[src/hw/pwm_fault_lock_pkg.sv]
// shared constants for the six-output motor pwm with fault and write lock
package pwm_fault_lock_pkg;
  // =====================================================================
  // register byte offsets on the axi4-lite slave
  localparam logic [7:0] OFS_TB_CTL = 8'h00;
  localparam logic [7:0] OFS_PERIOD = 8'h04;
  localparam logic [7:0] OFS_CTL_ONE = 8'h08;
  localparam logic [7:0] OFS_FLT_A = 8'h0C;
  localparam logic [7:0] OFS_FLT_B = 8'h10;
  localparam logic [7:0] OFS_KEY = 8'h14;
  localparam logic [7:0] OFS_DUTY0 = 8'h18;
  localparam logic [7:0] OFS_DUTY1 = 8'h1C;
  localparam logic [7:0] OFS_DUTY2 = 8'h20;
  localparam logic [7:0] OFS_SEVT = 8'h24;
  localparam logic [7:0] OFS_OVR = 8'h28;
  localparam logic [7:0] OFS_STATUS = 8'h2C;
  // =====================================================================
  // field positions
  localparam int TB_EN_POS = 15;
  localparam int TB_MODE_LSB = 0;
  localparam int CTL_PEN_LSB = 0;
  localparam int CTL_INDEP_LSB = 4;
  localparam int CTL_IMM_POS = 8;
  localparam int FLT_DRV_LSB = 0;
  localparam int FLT_LVL_LSB = 6;
  localparam int FLT_CYC_POS = 14;
  localparam int FLT_EN_POS = 15;
  localparam int OVR_EN_LSB = 0;
  localparam int OVR_VAL_LSB = 8;
  localparam int LOCK_CFG_POS = 6;
  // =====================================================================
  // reset values
  localparam logic [15:0] TB_CTL_RST = 16'h0000;
  localparam logic [15:0] PERIOD_RST = 16'hFFFF;
  localparam logic [15:0] CTL_ONE_RST = 16'h0000;
  localparam logic [15:0] FLT_RST = 16'h803F;
  localparam logic [15:0] DUTY_RST = 16'h0000;
  localparam logic [15:0] SEVT_RST = 16'h0000;
  localparam logic [15:0] OVR_RST = 16'h0000;
  // =====================================================================
  // unlock keys and bus answers
  localparam logic [15:0] KEY_FIRST = 16'hABCD;
  localparam logic [15:0] KEY_SECOND = 16'h4321;
  localparam logic [1:0] RESP_OKAY = 2'h0;
  localparam logic [1:0] RESP_SLVERR = 2'h2;
  // =====================================================================
  // time base modes
  localparam logic [1:0] MODE_EDGE = 2'h0;
  localparam logic [1:0] MODE_SINGLE = 2'h1;
  localparam logic [1:0] MODE_CENTER = 2'h2;
  typedef enum logic [1:0] {UNL_IDLE, UNL_KEY1, UNL_OPEN} unlock_t;
endpackage

[src/hw/motor_pwm_fault_lock.sv]
// motor pwm generator with fault forcing and keyed write protection
//
// The implementer's own choices: the AXI4-Lite slave port and the address map.
`timescale 1ns/10ps
// Function
// - three duty generators drive three high/low pairs, six outputs.
// - complementary pair drives low output as inverse of its high output.
// - time base and duty compare are sixteen bits wide.
// - edge-aligned or center-aligned waveforms chosen by configuration.
// - single-pulse mode gives one pulse then stops the time base.
// - duty updates immediate or held to the time base boundary.
// - special-event compare on the time base emits a trigger pulse.
// - center mode signals half period so duties update asymmetrically.
// - override control lets software force each output.
// - two fault inputs; either one forces outputs to safe state.
// - per output, a fault optionally drives a configured level.
// - after reset both faults are enabled, latched and flagged.
// - latched fault releases only with pin high and flag cleared.
// - outputs restored at next period or half-period boundary.
// - control one and both fault controls blocked while lock active.
// - lock config bit six at zero disables protection permanently.
// - only the very next access after the keys may write through.
// - each unlock grants at most one protected write; a read or other access uses it up.
module motor_pwm_fault_lock (
  // clock and reset
  input wire logic clk,
  input wire logic arst_n,
  // configuration word, static after reset
  input wire logic [7:0] osc_select_config_word,
  // fault pins, low is asserted
  input wire logic fault_input_a,
  input wire logic fault_input_b,
  // axi4-lite write address and data
  input wire logic [7:0] s_axi_awaddr,
  input wire logic s_axi_awvalid,
  output logic s_axi_awready,
  input wire logic [31:0] s_axi_wdata,
  input wire logic [3:0] s_axi_wstrb,
  input wire logic s_axi_wvalid,
  output logic s_axi_wready,
  // axi4-lite write response
  output logic [1:0] s_axi_bresp,
  output logic s_axi_bvalid,
  input wire logic s_axi_bready,
  // axi4-lite read
  input wire logic [7:0] s_axi_araddr,
  input wire logic s_axi_arvalid,
  output logic s_axi_arready,
  output logic [31:0] s_axi_rdata,
  output logic [1:0] s_axi_rresp,
  output logic s_axi_rvalid,
  input wire logic s_axi_rready,
  // power stage
  output logic [2:0] high_side_output,
  output logic [2:0] low_side_output,
  // events to other peripherals
  output logic special_event_trigger,
  output logic half_period_event
);
  // =====================================================================
  // declarations
  logic [15:0] tb_ctl_r, period_r, ctl_one_r, sevt_r, ovr_r;
  logic [15:0] flt_ctl_r [2];
  logic [15:0] duty_r [3];
  logic [15:0] duty_act_r [3];
  logic [15:0] tb_cnt_r;
  logic tb_down_r;
  logic cfg_lock_r, cfg_taken_r;
  pwm_fault_lock_pkg::unlock_t unl_r;
  logic [2:0] flt_sync_r [2];
  logic [1:0] flt_lvl_r, flt_flag_r, flt_act_r, flt_cond;
  logic [1:0] flt_clr;
  logic wr_go, rd_go, wr_prot, wr_ok;
  logic [7:0] wr_addr;
  logic [15:0] wr_data;
  logic [1:0] wr_strb;
  logic tb_en, per_bnd, half_bnd, bnd;
  logic [2:0] pwm_h;
  logic [5:0] pin_nxt;

  // byte-lane merge of a 16-bit register
  function automatic logic [15:0] merge16(input logic [15:0] old,
      input logic [15:0] val, input logic [1:0] strb);
    merge16 = {strb[1] ? val[15:8] : old[15:8],
               strb[0] ? val[7:0] : old[7:0]};
  endfunction

  // protected register decode, used only by the write response
  function automatic logic is_prot(input logic [7:0] a);
    is_prot = (a == pwm_fault_lock_pkg::OFS_CTL_ONE) ||
              (a == pwm_fault_lock_pkg::OFS_FLT_A) ||
              (a == pwm_fault_lock_pkg::OFS_FLT_B);
  endfunction

  // mapped-address decode for both channels
  function automatic logic is_mapped(input logic [7:0] a);
    is_mapped = (a[1:0] == 2'h0) &&
                (a <= pwm_fault_lock_pkg::OFS_STATUS);
  endfunction

  // =====================================================================
  // axi4-lite handshakes: one access at a time, writes first
  assign wr_go = s_axi_awready && s_axi_awvalid && s_axi_wvalid;
  assign rd_go = s_axi_arready && s_axi_arvalid;
  assign wr_addr = s_axi_awaddr;
  assign wr_data = s_axi_wdata[15:0];
  assign wr_strb = s_axi_wstrb[1:0];

  // ready pulses once both halves of a write are offered
  always_ff @(posedge clk or negedge arst_n) begin
    if (!arst_n) begin
      s_axi_awready <= 1'b0;
      s_axi_wready <= 1'b0;
      s_axi_arready <= 1'b0;
    end else begin
      s_axi_awready <= s_axi_awvalid && s_axi_wvalid && !s_axi_awready &&
                       !s_axi_bvalid && !s_axi_arready && !s_axi_rvalid;
      s_axi_wready <= s_axi_awvalid && s_axi_wvalid && !s_axi_awready &&
                      !s_axi_bvalid && !s_axi_arready && !s_axi_rvalid;
      s_axi_arready <= s_axi_arvalid && !(s_axi_awvalid && s_axi_wvalid) &&
                       !s_axi_arready && !s_axi_awready &&
                       !s_axi_bvalid && !s_axi_rvalid;
    end
  end

  // write response; a refused protected write answers slverr
  always_ff @(posedge clk or negedge arst_n) begin
    if (!arst_n) begin
      s_axi_bvalid <= 1'b0;
      s_axi_bresp <= pwm_fault_lock_pkg::RESP_OKAY;
    end else if (wr_go) begin
      s_axi_bvalid <= 1'b1;
      s_axi_bresp <= (is_mapped(wr_addr) && (!wr_prot || wr_ok)) ?
                     pwm_fault_lock_pkg::RESP_OKAY :
                     pwm_fault_lock_pkg::RESP_SLVERR;
    end else if (s_axi_bready) begin
      s_axi_bvalid <= 1'b0;
    end
  end

  // read data; key reads zero, unmapped answers slverr
  always_ff @(posedge clk or negedge arst_n) begin
    if (!arst_n) begin
      s_axi_rvalid <= 1'b0;
      s_axi_rdata <= 32'h00000000;
      s_axi_rresp <= pwm_fault_lock_pkg::RESP_OKAY;
    end else if (rd_go) begin
      s_axi_rvalid <= 1'b1;
      s_axi_rresp <= is_mapped(s_axi_araddr) ?
                     pwm_fault_lock_pkg::RESP_OKAY :
                     pwm_fault_lock_pkg::RESP_SLVERR;
      unique case (s_axi_araddr)
        pwm_fault_lock_pkg::OFS_TB_CTL: s_axi_rdata <= {16'h0000, tb_ctl_r};
        pwm_fault_lock_pkg::OFS_PERIOD: s_axi_rdata <= {16'h0000, period_r};
        pwm_fault_lock_pkg::OFS_CTL_ONE: s_axi_rdata <= {16'h0000, ctl_one_r};
        pwm_fault_lock_pkg::OFS_FLT_A: s_axi_rdata <= {16'h0000, flt_ctl_r[0]};
        pwm_fault_lock_pkg::OFS_FLT_B: s_axi_rdata <= {16'h0000, flt_ctl_r[1]};
        pwm_fault_lock_pkg::OFS_DUTY0: s_axi_rdata <= {16'h0000, duty_r[0]};
        pwm_fault_lock_pkg::OFS_DUTY1: s_axi_rdata <= {16'h0000, duty_r[1]};
        pwm_fault_lock_pkg::OFS_DUTY2: s_axi_rdata <= {16'h0000, duty_r[2]};
        pwm_fault_lock_pkg::OFS_SEVT: s_axi_rdata <= {16'h0000, sevt_r};
        pwm_fault_lock_pkg::OFS_OVR: s_axi_rdata <= {16'h0000, ovr_r};
        pwm_fault_lock_pkg::OFS_STATUS: s_axi_rdata <= {24'h000000,
            tb_down_r, cfg_lock_r, unl_r == pwm_fault_lock_pkg::UNL_OPEN,
            tb_en, flt_act_r, flt_flag_r};
        default: s_axi_rdata <= 32'h00000000;
      endcase
    end else if (s_axi_rready) begin
      s_axi_rvalid <= 1'b0;
    end
  end

  // =====================================================================
  // write lock
  // config bit caught once after reset release, then held for good
  always_ff @(posedge clk or negedge arst_n) begin
    if (!arst_n) begin
      cfg_lock_r <= 1'b1; // protected by default
      cfg_taken_r <= 1'b0;
    end else if (!cfg_taken_r) begin
      cfg_lock_r <=
          osc_select_config_word[pwm_fault_lock_pkg::LOCK_CFG_POS];
      cfg_taken_r <= 1'b1;
    end
  end

  assign wr_prot = is_prot(wr_addr);
  assign wr_ok = !cfg_lock_r ||
                 (unl_r == pwm_fault_lock_pkg::UNL_OPEN);

  // key sequencer; every register access, read or write, advances it
  always_ff @(posedge clk or negedge arst_n) begin
    if (!arst_n) begin
      unl_r <= pwm_fault_lock_pkg::UNL_IDLE;
    end else if (wr_go || rd_go) begin
      if (wr_go && wr_addr == pwm_fault_lock_pkg::OFS_KEY &&
          unl_r == pwm_fault_lock_pkg::UNL_KEY1 &&
          wr_data == pwm_fault_lock_pkg::KEY_SECOND) begin
        unl_r <= pwm_fault_lock_pkg::UNL_OPEN;
      end else if (wr_go && wr_addr == pwm_fault_lock_pkg::OFS_KEY &&
                   wr_data == pwm_fault_lock_pkg::KEY_FIRST) begin
        unl_r <= pwm_fault_lock_pkg::UNL_KEY1;
      end else begin
        unl_r <= pwm_fault_lock_pkg::UNL_IDLE;
      end
    end
  end

  // =====================================================================
  // register writes; protected ones pass only when unlocked
  always_ff @(posedge clk or negedge arst_n) begin
    if (!arst_n) begin
      ctl_one_r <= pwm_fault_lock_pkg::CTL_ONE_RST;
      flt_ctl_r[0] <= pwm_fault_lock_pkg::FLT_RST;
      flt_ctl_r[1] <= pwm_fault_lock_pkg::FLT_RST;
    end else if (wr_go && wr_ok) begin
      if (wr_addr == pwm_fault_lock_pkg::OFS_CTL_ONE)
        ctl_one_r <= merge16(ctl_one_r, wr_data, wr_strb);
      if (wr_addr == pwm_fault_lock_pkg::OFS_FLT_A)
        flt_ctl_r[0] <= merge16(flt_ctl_r[0], wr_data, wr_strb);
      if (wr_addr == pwm_fault_lock_pkg::OFS_FLT_B)
        flt_ctl_r[1] <= merge16(flt_ctl_r[1], wr_data, wr_strb);
    end
  end

  // free registers; single-pulse end clears the enable unless written
  always_ff @(posedge clk or negedge arst_n) begin
    if (!arst_n) begin
      tb_ctl_r <= pwm_fault_lock_pkg::TB_CTL_RST;
      period_r <= pwm_fault_lock_pkg::PERIOD_RST;
      sevt_r <= pwm_fault_lock_pkg::SEVT_RST;
      ovr_r <= pwm_fault_lock_pkg::OVR_RST;
      for (int i = 0; i < 3; i++) duty_r[i] <= pwm_fault_lock_pkg::DUTY_RST;
    end else begin
      if (tb_en && per_bnd && tb_ctl_r[1:0] == pwm_fault_lock_pkg::MODE_SINGLE)
        tb_ctl_r[pwm_fault_lock_pkg::TB_EN_POS] <= 1'b0;
      if (wr_go) begin
        unique case (wr_addr)
          pwm_fault_lock_pkg::OFS_TB_CTL:
            tb_ctl_r <= merge16(tb_ctl_r, wr_data, wr_strb);
          pwm_fault_lock_pkg::OFS_PERIOD:
            period_r <= merge16(period_r, wr_data, wr_strb);
          pwm_fault_lock_pkg::OFS_DUTY0:
            duty_r[0] <= merge16(duty_r[0], wr_data, wr_strb);
          pwm_fault_lock_pkg::OFS_DUTY1:
            duty_r[1] <= merge16(duty_r[1], wr_data, wr_strb);
          pwm_fault_lock_pkg::OFS_DUTY2:
            duty_r[2] <= merge16(duty_r[2], wr_data, wr_strb);
          pwm_fault_lock_pkg::OFS_SEVT:
            sevt_r <= merge16(sevt_r, wr_data, wr_strb);
          pwm_fault_lock_pkg::OFS_OVR:
            ovr_r <= merge16(ovr_r, wr_data, wr_strb);
          default: ;
        endcase
      end
    end
  end

  // =====================================================================
  // time base: up-count edge/single, up-down center
  assign tb_en = tb_ctl_r[pwm_fault_lock_pkg::TB_EN_POS];
  assign per_bnd = (tb_ctl_r[1:0] == pwm_fault_lock_pkg::MODE_CENTER) ?
                   (tb_down_r && tb_cnt_r == 16'h0000) :
                   (tb_cnt_r >= period_r);
  assign half_bnd = (tb_ctl_r[1:0] == pwm_fault_lock_pkg::MODE_CENTER) &&
                    !tb_down_r && (tb_cnt_r >= period_r);
  assign bnd = !tb_en || per_bnd || half_bnd;

  always_ff @(posedge clk or negedge arst_n) begin
    if (!arst_n) begin
      tb_cnt_r <= 16'h0000;
      tb_down_r <= 1'b0;
    end else if (!tb_en) begin
      tb_cnt_r <= 16'h0000;
      tb_down_r <= 1'b0;
    end else if (tb_ctl_r[1:0] == pwm_fault_lock_pkg::MODE_CENTER) begin
      if (half_bnd) begin
        tb_down_r <= 1'b1;
        tb_cnt_r <= tb_cnt_r - 16'h0001;
      end else if (per_bnd) begin
        tb_down_r <= 1'b0;
        tb_cnt_r <= 16'h0001;
      end else begin
        tb_cnt_r <= tb_down_r ? tb_cnt_r - 16'h0001 : tb_cnt_r + 16'h0001;
      end
    end else begin
      // a stale down flag from center mode would mute the special event
      tb_down_r <= 1'b0;
      tb_cnt_r <= per_bnd ? 16'h0000 : tb_cnt_r + 16'h0001;
    end
  end

  // event pulses; half-period only exists in center mode
  always_ff @(posedge clk or negedge arst_n) begin
    if (!arst_n) begin
      special_event_trigger <= 1'b0;
      half_period_event <= 1'b0;
    end else begin
      special_event_trigger <= tb_en && !tb_down_r &&
                               tb_cnt_r == sevt_r;
      half_period_event <= tb_en && half_bnd;
    end
  end

  // =====================================================================
  // duty generators with shadowed or immediate update
  generate
    for (genvar g = 0; g < 3; g++) begin : g_duty
      always_ff @(posedge clk or negedge arst_n) begin
        if (!arst_n)
          duty_act_r[g] <= pwm_fault_lock_pkg::DUTY_RST;
        else if (ctl_one_r[pwm_fault_lock_pkg::CTL_IMM_POS] || bnd)
          duty_act_r[g] <= duty_r[g];
      end
      assign pwm_h[g] = tb_en && (tb_cnt_r < duty_act_r[g]);
    end
  endgenerate

  // =====================================================================
  // fault inputs: three-stage sync, accepted when stages two and three agree
  assign flt_clr = (wr_go && wr_addr == pwm_fault_lock_pkg::OFS_STATUS &&
                    wr_strb[0]) ? wr_data[1:0] : 2'b00;
  generate
    for (genvar k = 0; k < 2; k++) begin : g_flt
      always_ff @(posedge clk or negedge arst_n) begin
        if (!arst_n) begin
          flt_sync_r[k] <= 3'b000;
          flt_lvl_r[k] <= 1'b0; // pin counted low, fault asserted
        end else begin
          flt_sync_r[k] <= {flt_sync_r[k][1:0],
                            k == 0 ? fault_input_a : fault_input_b};
          if (flt_sync_r[k][1] == flt_sync_r[k][2])
            flt_lvl_r[k] <= flt_sync_r[k][2];
        end
      end
      // flag: set wins over a write-one clear while the pin stays low
      always_ff @(posedge clk or negedge arst_n) begin
        if (!arst_n)
          flt_flag_r[k] <= 1'b1;
        else if (flt_ctl_r[k][pwm_fault_lock_pkg::FLT_EN_POS] && !flt_lvl_r[k])
          flt_flag_r[k] <= 1'b1;
        else if (flt_clr[k])
          flt_flag_r[k] <= 1'b0;
      end
      assign flt_cond[k] = flt_ctl_r[k][pwm_fault_lock_pkg::FLT_EN_POS] &&
          (flt_ctl_r[k][pwm_fault_lock_pkg::FLT_CYC_POS] ?
           !flt_lvl_r[k] : flt_flag_r[k]);
      // forcing starts at once, ends only on a boundary
      always_ff @(posedge clk or negedge arst_n) begin
        if (!arst_n)
          flt_act_r[k] <= 1'b1;
        else if (flt_cond[k])
          flt_act_r[k] <= 1'b1;
        else if (bnd)
          flt_act_r[k] <= 1'b0;
      end
    end
  endgenerate

  // =====================================================================
  // pin mux: fault a, then fault b, then override, then pwm
  always_comb begin
    for (int j = 0; j < 6; j++) begin
      if (j < 3)
        pin_nxt[j] = pwm_h[j];
      else if (ctl_one_r[pwm_fault_lock_pkg::CTL_INDEP_LSB + j - 3])
        pin_nxt[j] = pwm_h[j-3];
      else
        pin_nxt[j] = !pwm_h[j-3];
      if (!ctl_one_r[pwm_fault_lock_pkg::CTL_PEN_LSB + (j % 3)])
        pin_nxt[j] = 1'b0; // disabled pair stays inactive
      if (ovr_r[pwm_fault_lock_pkg::OVR_EN_LSB + j])
        pin_nxt[j] = ovr_r[pwm_fault_lock_pkg::OVR_VAL_LSB + j];
      if (flt_act_r[1] && flt_ctl_r[1][pwm_fault_lock_pkg::FLT_DRV_LSB + j])
        pin_nxt[j] = flt_ctl_r[1][pwm_fault_lock_pkg::FLT_LVL_LSB + j];
      if (flt_act_r[0] && flt_ctl_r[0][pwm_fault_lock_pkg::FLT_DRV_LSB + j])
        pin_nxt[j] = flt_ctl_r[0][pwm_fault_lock_pkg::FLT_LVL_LSB + j];
    end
  end

  // outputs registered so the power stage sees no decode glitches
  always_ff @(posedge clk or negedge arst_n) begin
    if (!arst_n) begin
      high_side_output <= 3'h0;
      low_side_output <= 3'h0;
    end else begin
      high_side_output <= pin_nxt[2:0];
      low_side_output <= pin_nxt[5:3];
    end
  end

  // last taken access was the first key; idle gaps do not break the pair
  logic key1_seen_r;
  always_ff @(posedge clk or negedge arst_n) begin
    if (!arst_n)
      key1_seen_r <= 1'b0;
    else if (wr_go || rd_go)
      key1_seen_r <= wr_go && wr_addr == pwm_fault_lock_pkg::OFS_KEY &&
                     wr_data == pwm_fault_lock_pkg::KEY_FIRST;
  end
endmodule

[config.mk]
export PLATFORM = sky130hd
export DESIGN_NAME = motor_pwm_fault_lock
export DESIGN_NICKNAME = d
export VERILOG_FILES = /design/src/hw/pwm_fault_lock_pkg.sv /design/src/hw/motor_pwm_fault_lock.sv
export SDC_FILE = /design/constraint.sdc
export NUM_CORES = 1
export LEC_CHECK = 0
export BUFFER_PORTS_ARGS = -buffer_cell sky130_fd_sc_hd__buf_4
export CORE_MARGIN = 4
export CORE_UTILIZATION = 61
export DETAILED_ROUTE_END_ITERATION = 10
export HOLD_SLACK_MARGIN = 0.03
export PLACE_DENSITY = 0.81
export SETUP_SLACK_MARGIN = 0.15
export SYNTH_ARGS = -nofsm -noshare
export SYNTH_HDL_FRONTEND = slang
export SYNTH_SLANG_ARGS = --single-unit
[constraint.sdc]
create_clock -name clk -period 3.2 [get_ports clk]
set_input_delay 0.32 -clock clk [delete_from_list [all_inputs] [get_ports clk]]
set_output_delay 0.32 -clock clk [all_outputs]
set_load 0.03 [all_outputs]
======== After elaboration in Yosys (flattened, before gate mapping) ========
Index checks and enable logic that the tools add are counted.
Widths: inputs -> output; s select.
word-level totals
  word-level logic and storage cells ...... 253
  output and inout bits ................... 49
  register bits after elaboration ......... 289
  input bits .............................. 69
operators by class
  multiplexer cells ....................... 62
  reduce and logical (&&, ||, !) cells .... 103
  eq/ne operators ......................... 32
  magnitude comparators ................... 6
  add/subtract/negate cells ............... 2
operator list
  operator               number
  $pmux 16 s11           1
  $mux 16                8
  $eq 8x6->1 const B     8
  $reduce_and 3->1       20
  $eq 8x5->1 const B     7
  $logic_and 1x1->1      50
  $lt 16x16->1           3
  $mux 1                 47
  $eq 8x4->1 const B     4
  $add 16x1->16 const B  1
  $eq 16x15->1 const B   1
  $eq 16x16->1           1
  $eq 16x16->1 const B   1
  $eq 8x3->1 const B     2
  $ge 16x16->1           1
  $le 8x6->1 const B     2
  $logic_not 16->1       1
  $logic_not 8->1        2
  $mux 8                 2
  $sub 16x1->16 const B  1
  $logic_not 1->1        14
  $reduce_bool 2->1      6
  $logic_or 1x1->1       8
  $mux 2                 4
  other kinds (6)        10

======== Depth between registers and ports, before layout ========
Gate-level depths: netlist of run 1.
  word-level depth ........................ 8
  depth in mapped cells ................... 11
  gate-level depth less buffers ........... 9

======== Worst setup path after synthesis of run 1 ========
Ideal clock, no wire load.
  path kind ............................... register to register
  from .................................... reg tb_cnt_r[0]
  to ...................................... reg duty_act_r[26] (netlist bit)
  required time ........................... 3.075 ns
  path buffers ............................ 3
  setup time .............................. 0.125 ns
  arrival ................................. 2.796 ns
  cell stages (with the launch flop) ...... 12
  period minus slack after synthesis ...... 2.921 ns
  path slack .............................. 0.279 ns
  cells stage by stage .................... dfrtp_1 > clkbuf_1 > inv_1 > ha_1 > nand2b_1 > a2111o_1 > o2111ai_1 > nand3_1 > a211oi_2 > buf_6 > buf_6 > mux2_4
between the ends
  longest elaborated chain between the ends .. 6
ends and longest elaborated chain
  what                                                  RTL line                     source
  from (decl)                                           motor_pwm_fault_lock.sv:66   logic [15:0] tb_cnt_r;
  from (signal assigned)                                motor_pwm_fault_lock.sv:279  tb_cnt_r <= tb_cnt_r - 16'h0001;
  from (signal assigned)                                motor_pwm_fault_lock.sv:284  tb_cnt_r <= tb_down_r ? tb_cnt_r - 16'h0001 : tb_cnt_r + 16'h0001;
  from (signal assigned)                                motor_pwm_fault_lock.sv:289  tb_cnt_r <= per_bnd ? 16'h0000 : tb_cnt_r + 16'h0001;
  branches (longest 4 deep; another with $ge 16x16->1)  --
  $logic_or 1x1->1 *                                    motor_pwm_fault_lock.sv:267  assign bnd = !tb_en || per_bnd || half_bnd;
  $logic_or 1x1->1 *                                    motor_pwm_fault_lock.sv:312  else if (ctl_one_r[pwm_fault_lock_pkg::CTL_IMM_POS] || bnd)
  to (signal, indexed assignment)                       motor_pwm_fault_lock.sv:311  duty_act_r[g] <= pwm_fault_lock_pkg::DUTY_RST;
  to (signal, indexed assignment)                       motor_pwm_fault_lock.sv:313  duty_act_r[g] <= duty_r[g];
  to (decl)                                             motor_pwm_fault_lock.sv:65   logic [15:0] duty_act_r [3];
Mark *: on every way between the ends.
A chain may end at the register's enable or synchronous reset.

======== Worst setup path in the final report of run 1 ========
  from .................................... reg period_r[13]
  to ...................................... reg flt_act_r[1]
between the ends
  longest elaborated chain between the ends .. 5
ends and longest elaborated chain
  what                                  RTL line                                                  source
  from (decl)                           motor_pwm_fault_lock.sv:62                                logic [15:0] tb_ctl_r, period_r, ctl_one_r, sevt_r, ovr_r;
  from (signal assigned)                motor_pwm_fault_lock.sv:230                               period_r <= pwm_fault_lock_pkg::PERIOD_RST;
  from (signal assigned)                motor_pwm_fault_lock.sv:242                               period_r <= merge16(period_r, wr_data, wr_strb);
  $ge 16x16->1 *                        motor_pwm_fault_lock.sv:264, motor_pwm_fault_lock.sv:266
  $mux 1                                motor_pwm_fault_lock.sv:262                               assign per_bnd = (tb_ctl_r[1:0] == pwm_fault_lock_pkg::MODE_CENTER) ?
  $logic_or 1x1->1                      motor_pwm_fault_lock.sv:267
  $logic_or 1x1->1 *                    motor_pwm_fault_lock.sv:267
  $reduce_bool 2->1 (no source line) *  --
  to (signal, indexed assignment)       motor_pwm_fault_lock.sv:351                               flt_act_r[k] <= 1'b1;
  to (signal, indexed assignment)       motor_pwm_fault_lock.sv:353                               flt_act_r[k] <= 1'b1;
  to (signal, indexed assignment)       motor_pwm_fault_lock.sv:355                               flt_act_r[k] <= 1'b0;
  to (decl)                             motor_pwm_fault_lock.sv:71                                logic [1:0] flt_lvl_r, flt_flag_r, flt_act_r, flt_cond;
Every way passes the cells marked *; elsewhere a longest branch is shown, timed or not.

==> results by group, run 1 <==
Drt
  • DR iter-0 viols: 1,464
  • First-pass DRT Iterations: 6
  • Drt total wl: ~44,000 um
  • Routed Antenna Nets: 0
  • Vias per cell: about 6.6
  • DRC viols: 0
  • Vias post-DR: around 12,000
  • DR WL/cell: 25.01 um

Timing
  • Rel. slew slack: 0.1615
  • RSZ-0062 raised after global routing: yes
  • Crit share post-route: 0.9508
  • Clock skew: 0.01527 ns
  • Worst-Margin Slew: 1.241 ns
  • Hold WS: 0.05064 ns
  • Fin Setup TNS: 0 ns
  • Fmax: between 0.3 and 0.4 GHz
  • Total count of max-transition violations in the final report: 0
  • Final setup vio count: 0
  • Crit path time final: 3.043 ns
  • Final Hold Fails: 0

Floorplanning
  • Die Span X: 161.4 um
  • Area of the core: about 23,000 um2
  • I/O Pins: 118
  • Die height: around 160 um
  • # rows: 55
  • Die ar.: between 20,000 and 30,000 um2
  • Starting density of the core: 0.6268

Yosys
  • Main synth FF type: dfrtp_1
  • Ys Warns: 0
  • Synth cell types: 68
  • Syn_area_per_cell: ~11 um2
  • Post-synth ARST share: 1.000
  • Sequential share of the synthesized area: 0.4752
  • Number of synthesized flops with an enable pin: 0
  • Post-synthesis cell count: 1,306
  • Mapped Area: approximately 14,000 um2
  • Post-synthesis register bit count: 271

Worst setup path
  • Crit path launch type: flop
  • Crit-path cells: inv_1 > ha_1 > a21oi_1 > o21ai_0 > a21oi_1 > and3_1 > buf_4 > nor2_1 > a21oi_1 > a22o_1
  • Max incr delay on CP: 0.57 ns
  • Critical Path End Type: flop
  • Slowest cell on crit path: a21oi_1
  • Reg2reg setup slack: 0.16 ns
  • CP max FO: 5
  • WS Path Type: flop to flop
  • WP data required: about 3.7 ns
  • CP bufs+invs: 2
  • Arrival time worst endpoint: between 3 and 4 ns
  • Most frequent cell on the critical path: a21oi_1
  • CP top delay family: compound AO/OA/AOI/OAI gates

Final layout
  • Nets: 1,544
  • Most frequent cells in the layout: dfrtp_1, mux2_2, buf_4
  • Register area: 6825 um2
  • Final antenna diode count: 0
  • Non-Filler Instances: 1,746
  • Layout Area Growth over Synthesis: 14.86%
  • Fillers: 1,492
  • Layout cells sized above 1: 0.3057
  • Most common cell after layout, fill and taps aside: dfrtp_1
  • Multi-input gate area: about 7000 um2
  • Design Area, Final: 16,500 um2

Place
  • Placed cells: about 1,700
  • HPWL after DPL: 31,340 um
  • GPL Wtd Cong: 1.054
  • I/O Buffers: 74
  • Placed inst area: 15,450 um2

Power
  • P_leak: 7.813 nW
  • PD cells: 442.3 nW/um2
  • Maximum vdd drop: 479.0 uV

Global routing
  • GRT Total Usage: 0.3345
  • Initial antenna violation count: 1
  • Vias in the first global route: 11,506
  • Grt ovf: 0
  • First-pass GRT wire length: 67,620 um
  • Largest net degree at the start of global routing: ~110

Clocking
  • Root buffer cell: clkbuf_16
  • Inserted Clock Buffers: 28
  • H-tree levels: 1
  • Clk buf depth: 3
  • Clock Sink Count: 271
  • CTS tree: built
  • Clk_lat worst skew: 0.55 ns
  • Worst-path clk slew: 0.06 ns
  • Post-CTS Repair Setup Buffers: 0

Outcome
  • Status: finished, final reports clean

Job
  • Max Cap Viol: 0

Min path
  • Worst hold path class: primary input to flop
==> cells by family (layout without fill, tap and decap cells) <==
kind of cell,count (synthesis),count (layout),share of synthesized area
and+or+nand+nor,329,329,0.1133
muxes,231,231,0.1843
other,2,19,0.0005229
buffers and inverters,149,259,0.04626
adders and majority gates,66,66,0.05715
AOI/OAI and AO/OA,223,223,0.1018
DFF,271,271,0.4752
xor gates and xnor gates,35,35,0.02134
==> report_power, final <==
| group | internal (mW) | switching (mW) |
|---|---|---|
| Sequential | 3.46 | 0.0253 |
| Combinational | 0.125 | 0.305 |
| Clock | 2.02 | 1.36 |
==> state kept, by name, indices dropped and copies added, names as in the netlist, 3 cells and up <==
register          count
flt_sync_r            6
sevt_r               16
high_side_output      3
ctl_one_r            16
ovr_r                16
duty_r               48
duty_act_r           48
low_side_output       3
s_axi_rdata          16
flt_ctl_r            32
tb_cnt_r             16
tb_ctl_r             16
period_r             16
==> worst register-to-register path: cells and delay by family, from the launching register on <==
kind | cells | cell delay [ns]
and+or+nand+nor | 2 | 0.34
DFF | 1 | 0.56
buffers and inverters | 2 | 0.22
adders and majority gates | 1 | 0.31
AOI/OAI and AO/OA | 5 | 1.56
==> path summary, 6_finish.rpt <==
check / cells past startpoint / endpoint / from
max: 10 / flt_act_r[1]$_DFFE_PN1P_ / period_r[13]$_DFFE_PN1P_
min: 3 / flt_ctl_r[31]$_DFFE_PN1P_ / s_axi_wdata[15]
max reg2reg: 10 / flt_act_r[1]$_DFFE_PN1P_ / period_r[13]$_DFFE_PN1P_
min reg2reg: 0 / flt_sync_r[1]$_DFF_PN0_ / flt_sync_r[0]$_DFF_PN0_
max in group asynchronous: 3 / cfg_lock_r$_DFFE_PN1N_ / arst_n
min in group asynchronous: 2 / duty_act_r[43]$_DFFE_PN0P_ / arst_n
==> layer usage <==
metal  vias up  routed length, um  GRT usage
met2       791              19050     0.5097
met5         -                 13          0
met4         2               2760     0.1640
met3       185               4607    0.06992
li1       4875                  -          -
met1      5693              17230     0.4597
==> synthesized netlist by cell type (3+ instances only) <==
cell      count  area [um2]
a21oi_1      50       250.2
a221oi_1      5       43.79
buf_4        19       142.6
nor3_1       22       110.1
a21boi_0      3       22.52
xor2_1       11       96.34
nand3_1      40       200.2
xnor2_1      24       210.2
nand2_1     102       382.9
inv_1        68       255.2
and2_1        4       25.02
or3_1         4       25.02
o22ai_1      14       87.58
o21ai_0      55       275.3
buf_1         3       11.26
nand2b_1      7       43.79
nor4_1        8       50.05
buf_6         4       45.04
a22oi_1      38       285.3
clkbuf_1     52       195.2
or2_2         4       25.02
mux2_2      186        2095
nor2_1       74       277.8
buf_2         3       15.01
mux2_4       20       300.3
dfstp_2      35       919.6
a22o_1        3       26.28
and4_1        3       26.28
ha_1         64       800.8
nand3b_1      6       45.04
a32oi_1       3       26.28
nor4b_1       5       43.79
a21o_1       16       120.1
nand4_1      12       75.07
and3_1        9       56.30
o41ai_1       3       26.28
or3b_2        3       26.28
a222oi_1     10       100.1
or4_1         4       30.03
nor2b_1       9       56.30
a41oi_1       5       43.79
mux2i_1      23       230.2
o21a_1        3       22.52
dfrtp_1     236        5906
==> final cells by class <==
class                      count  share of cell area
timing repair buffer         139             0.06674
tap                          313             0.02374
inverter                      68             0.01547
clock inverter                11            0.006371
sequential                   271              0.4137
multi-input combinational    903              0.4218
clock buffer                  41             0.05218
==> timing repair <==
action	in CTS	in global routing
setup endpoints to repair	0	44
hold endpoints to repair	92	0
hold buffers	7	0
resized for setup	0	3
==> per-stage QoR <==
| step | util | worst slack, ns | total power, mW |
|---|---|---|---|
| 2_1_floorplan | - | 0.2787 | 3.738 |
| 3_3_place_gp | 0.6741 | 0.3701 | 3.948 |
| 3_5_place_dp | 0.6741 | 0.2358 | 3.956 |
| 4_1_cts | 0.7193 | 0.2407 | 7.285 |
| 5_1_grt | 0.7199 | 0.1481 | 7.489 |
| 6_report | 0.7199 | 0.1573 | 7.296 |
Note: power is estimated with default switching activity, not from simulation.
==> run 2, diff against run 1 <==
REMOVE_ABC_BUFFERS = 1   (was not set)
==> results by group, run 2 (synthesized netlist as in run 1, its figures left out) <==
Drt
  • First-pass DRT Iterations: 7 (+1)
  • DR WL/cell: 24.48 um (-2.1%)
  • Vias per cell: 6.468 (-2.2%)
  • Drt total wl: 42,600 um (-2.4%)
  • Vias post-DR: 11,254 (-2.5%)
  • DRC viols: 0 (unchanged)
  • DR iter-0 viols: 1,092 (-25%)
  • Routed Antenna Nets: 0 (unchanged)

Place
  • Placed inst area: 15,420 um2 (-0.18%)
  • GPL Wtd Cong: 0.9919 (-5.9%)
  • I/O Buffers: 74 (unchanged)
  • HPWL after DPL: 30,890 um (-1.4%)

Power
  • PD cells: 441.7 nW/um2 (-0.13%)
  • P_leak: 7.755 nW (-0.74%)
  • Maximum vdd drop: 499.3 uV (+4.3%)

Worst setup path
  • WP data required: 3.69 ns (about the same)
  • Crit Reg-Reg Endpoint: flt_act_r[0]$_DFFE_PN1P_
  • Most frequent cell on the critical path: a21oi_1
  • Crit path from: period_r[9]$_DFFE_PN1P_
  • CP max FO: 5 (unchanged)
  • Worst R2R Path Depth: 10 (unchanged)
  • Crit-path cells: inv_1 > ha_1 > a21oi_1 > o21ai_0 > a21oi_1 > and3_1 > buf_4 > o211ai_1 > a21oi_1 > a22o_1
  • WS Path Type: flop to flop
  • Reg2reg setup slack: 0.22 ns (+0.07 ns)
  • Crit path launch type: flop
  • Slowest cell on crit path: a21oi_1
  • Max incr delay on CP: 0.61 ns (+0.04 ns)
  • CP endpoint: flt_act_r[0]$_DFFE_PN1P_
  • Arrival time worst endpoint: 3.46 ns (-0.07 ns)
  • Critical Path End Type: flop
  • R2r startpoint: period_r[9]$_DFFE_PN1P_

Final layout
  • Design Area, Final: 16,450 um2 (-0.26%)
  • Most common cell after layout, fill and taps aside: dfrtp_1
  • Nets: 1,538 (-0.39%)
  • Most frequent cells in the layout: dfrtp_1, mux2_2, buf_4
  • Final core occ: 0.7180 (-0.001857)
  • Layout cells sized above 1: 0.3006 (-0.005022)
  • Final antenna diode count: 0 (unchanged)
  • Layout Area Growth over Synthesis: 14.57%
  • Biggest regs: duty_act_r (48), duty_r (48), flt_ctl_r (32)

Global routing
  • Initial antenna violation count: 0 (-1)
  • Largest net degree at the start of global routing: 97 (-9.3%)
  • GRT Total Usage: 0.3233 (-0.01125)
  • Vias in the first global route: 11,007 (-4.3%)
  • First-pass GRT wire length: 65,330 um (-3.4%)
  • Grt ovf: 0 (unchanged)

Timing
  • Fmax: 0.3361 GHz (+2.3%)
  • Fin Setup TNS: 0 ns (unchanged)
  • RSZ-0062 raised after global routing: yes
  • Final Hold Fails: 0 (unchanged)
  • Worst-Margin Slew: 0.9331 ns (-0.3084 ns)
  • Clock skew: 0.01504 ns (-0.0002301 ns)
  • Crit path time final: 2.975 ns (-0.06767 ns)
  • Final setup vio count: 0 (unchanged)
  • Crit share post-route: 0.9297 (-0.02115)
  • Total count of max-transition violations in the final report: 0 (unchanged)
  • Rel. slew slack: 0.3712 (+0.2096)

Clocking
  • Clk_lat worst skew: 0.55 ns (about the same)
  • Inserted Clock Buffers: 29 (+3.6%)
  • Root buffer cell: clkbuf_16
  • Clk buf depth: 3 (unchanged)
  • CTS tree: built
  • H-tree levels: 1 (unchanged)
  • Clock Sink Count: 271 (unchanged)
  • Worst-path clk slew: 0.06 ns (about the same)

Floorplanning
  • # rows: 55 (unchanged)
  • Area of the core: 22,920 um2 (unchanged)
  • Starting density of the core: 0.6268 (unchanged)
  • Die ar.: 26,060 um2 (unchanged)
  • Die height: 161.4 um (unchanged)
  • I/O Pins: 118 (unchanged)
  • Die Span X: 161.4 um (unchanged)

Job
  • Max Cap Viol: 0 (unchanged)

Outcome
  • Status: finished, final reports clean

Min path
  • Worst hold path class: primary input to flop
## run 2: power breakdown
group / internal (mW) / total, mW / switching [mW]
combinational: 0.120 / 0.421 / 0.301
clock: 1.99 / 3.36 / 1.37
sequential: 3.46 / 3.49 / 0.0250
total: 5.57 / 7.27 / 1.70
## run 2: critical path: cells and delay by family, from the launching register on
family,cells,cell delay [ns]
and+or+nand+nor,1,0.29
DFF,1,0.57
AOI/OAI and AO/OA,6,1.54
buffers and inverters,2,0.22
adders and majority gates,1,0.30
## run 2: final cells by class
type | instances | area [um2]
clock inverter | 9 | 100.1
sequential | 271 | 6827
multi-input combinational | 903 | 6963
inverter | 68 | 255.2
tap | 313 | 391.6
clock buffer | 44 | 852.1
fill | 1582 | 6461
timing repair buffer | 132 | 1066
## run 2: worst min-delay path by stage
| stage | slack (ns) | endpoint | from | depth (start not counted) |
|---|---|---|---|---|
| 6_report | 0.05 | s_axi_wready$_DFF_PN0_ | s_axi_awvalid | 3 |
| 2_1_floorplan | 0.02 | cfg_taken_r$_DFF_PN0_ | arst_n | 0 |
| 4_1_cts | 0.03 | s_axi_arready$_DFF_PN0_ | s_axi_arvalid | 2 |
| 5_1_grt | 0.05 | s_axi_wready$_DFF_PN0_ | s_axi_awvalid | 3 |
| 3_3_place_gp | 0.34 | duty_act_r[30]$_DFFE_PN0P_ | arst_n | 1 |
| 3_5_place_dp | 0.34 | duty_act_r[30]$_DFFE_PN0P_ | arst_n | 1 |
## run 2: repair_timing
action | in CTS | in global routing
gates resized for setup | 0 | 3
hold buffers | 6 | 1
endpoints found under the hold margin | 75 | 1
buffers inserted | 0 | 0
endpoints found under the setup margin | 0 | 46
## run 2: stage by stage
step                hold slack (ns)  std cells  power [mW]  setup slack, ns
floorplan                   0.02441       1242       3.686           -1.628
global placement             0.3366       1680       3.944           0.2852
detailed placement           0.3374       1680       3.953           0.2331
CTS                         0.03337       1739       7.282           0.2155
global route                0.04693       1740       7.470           0.1299
finish                      0.05237       1740       7.268           0.2250
## run 2: layer usage
metal / global-route usage / wire length (um)
met1: 0.4519 / 17140
met3: 0.05512 / 3903
met4: 0.1268 / 1974
met5: 0 / 0
met2: 0.5090 / 19580
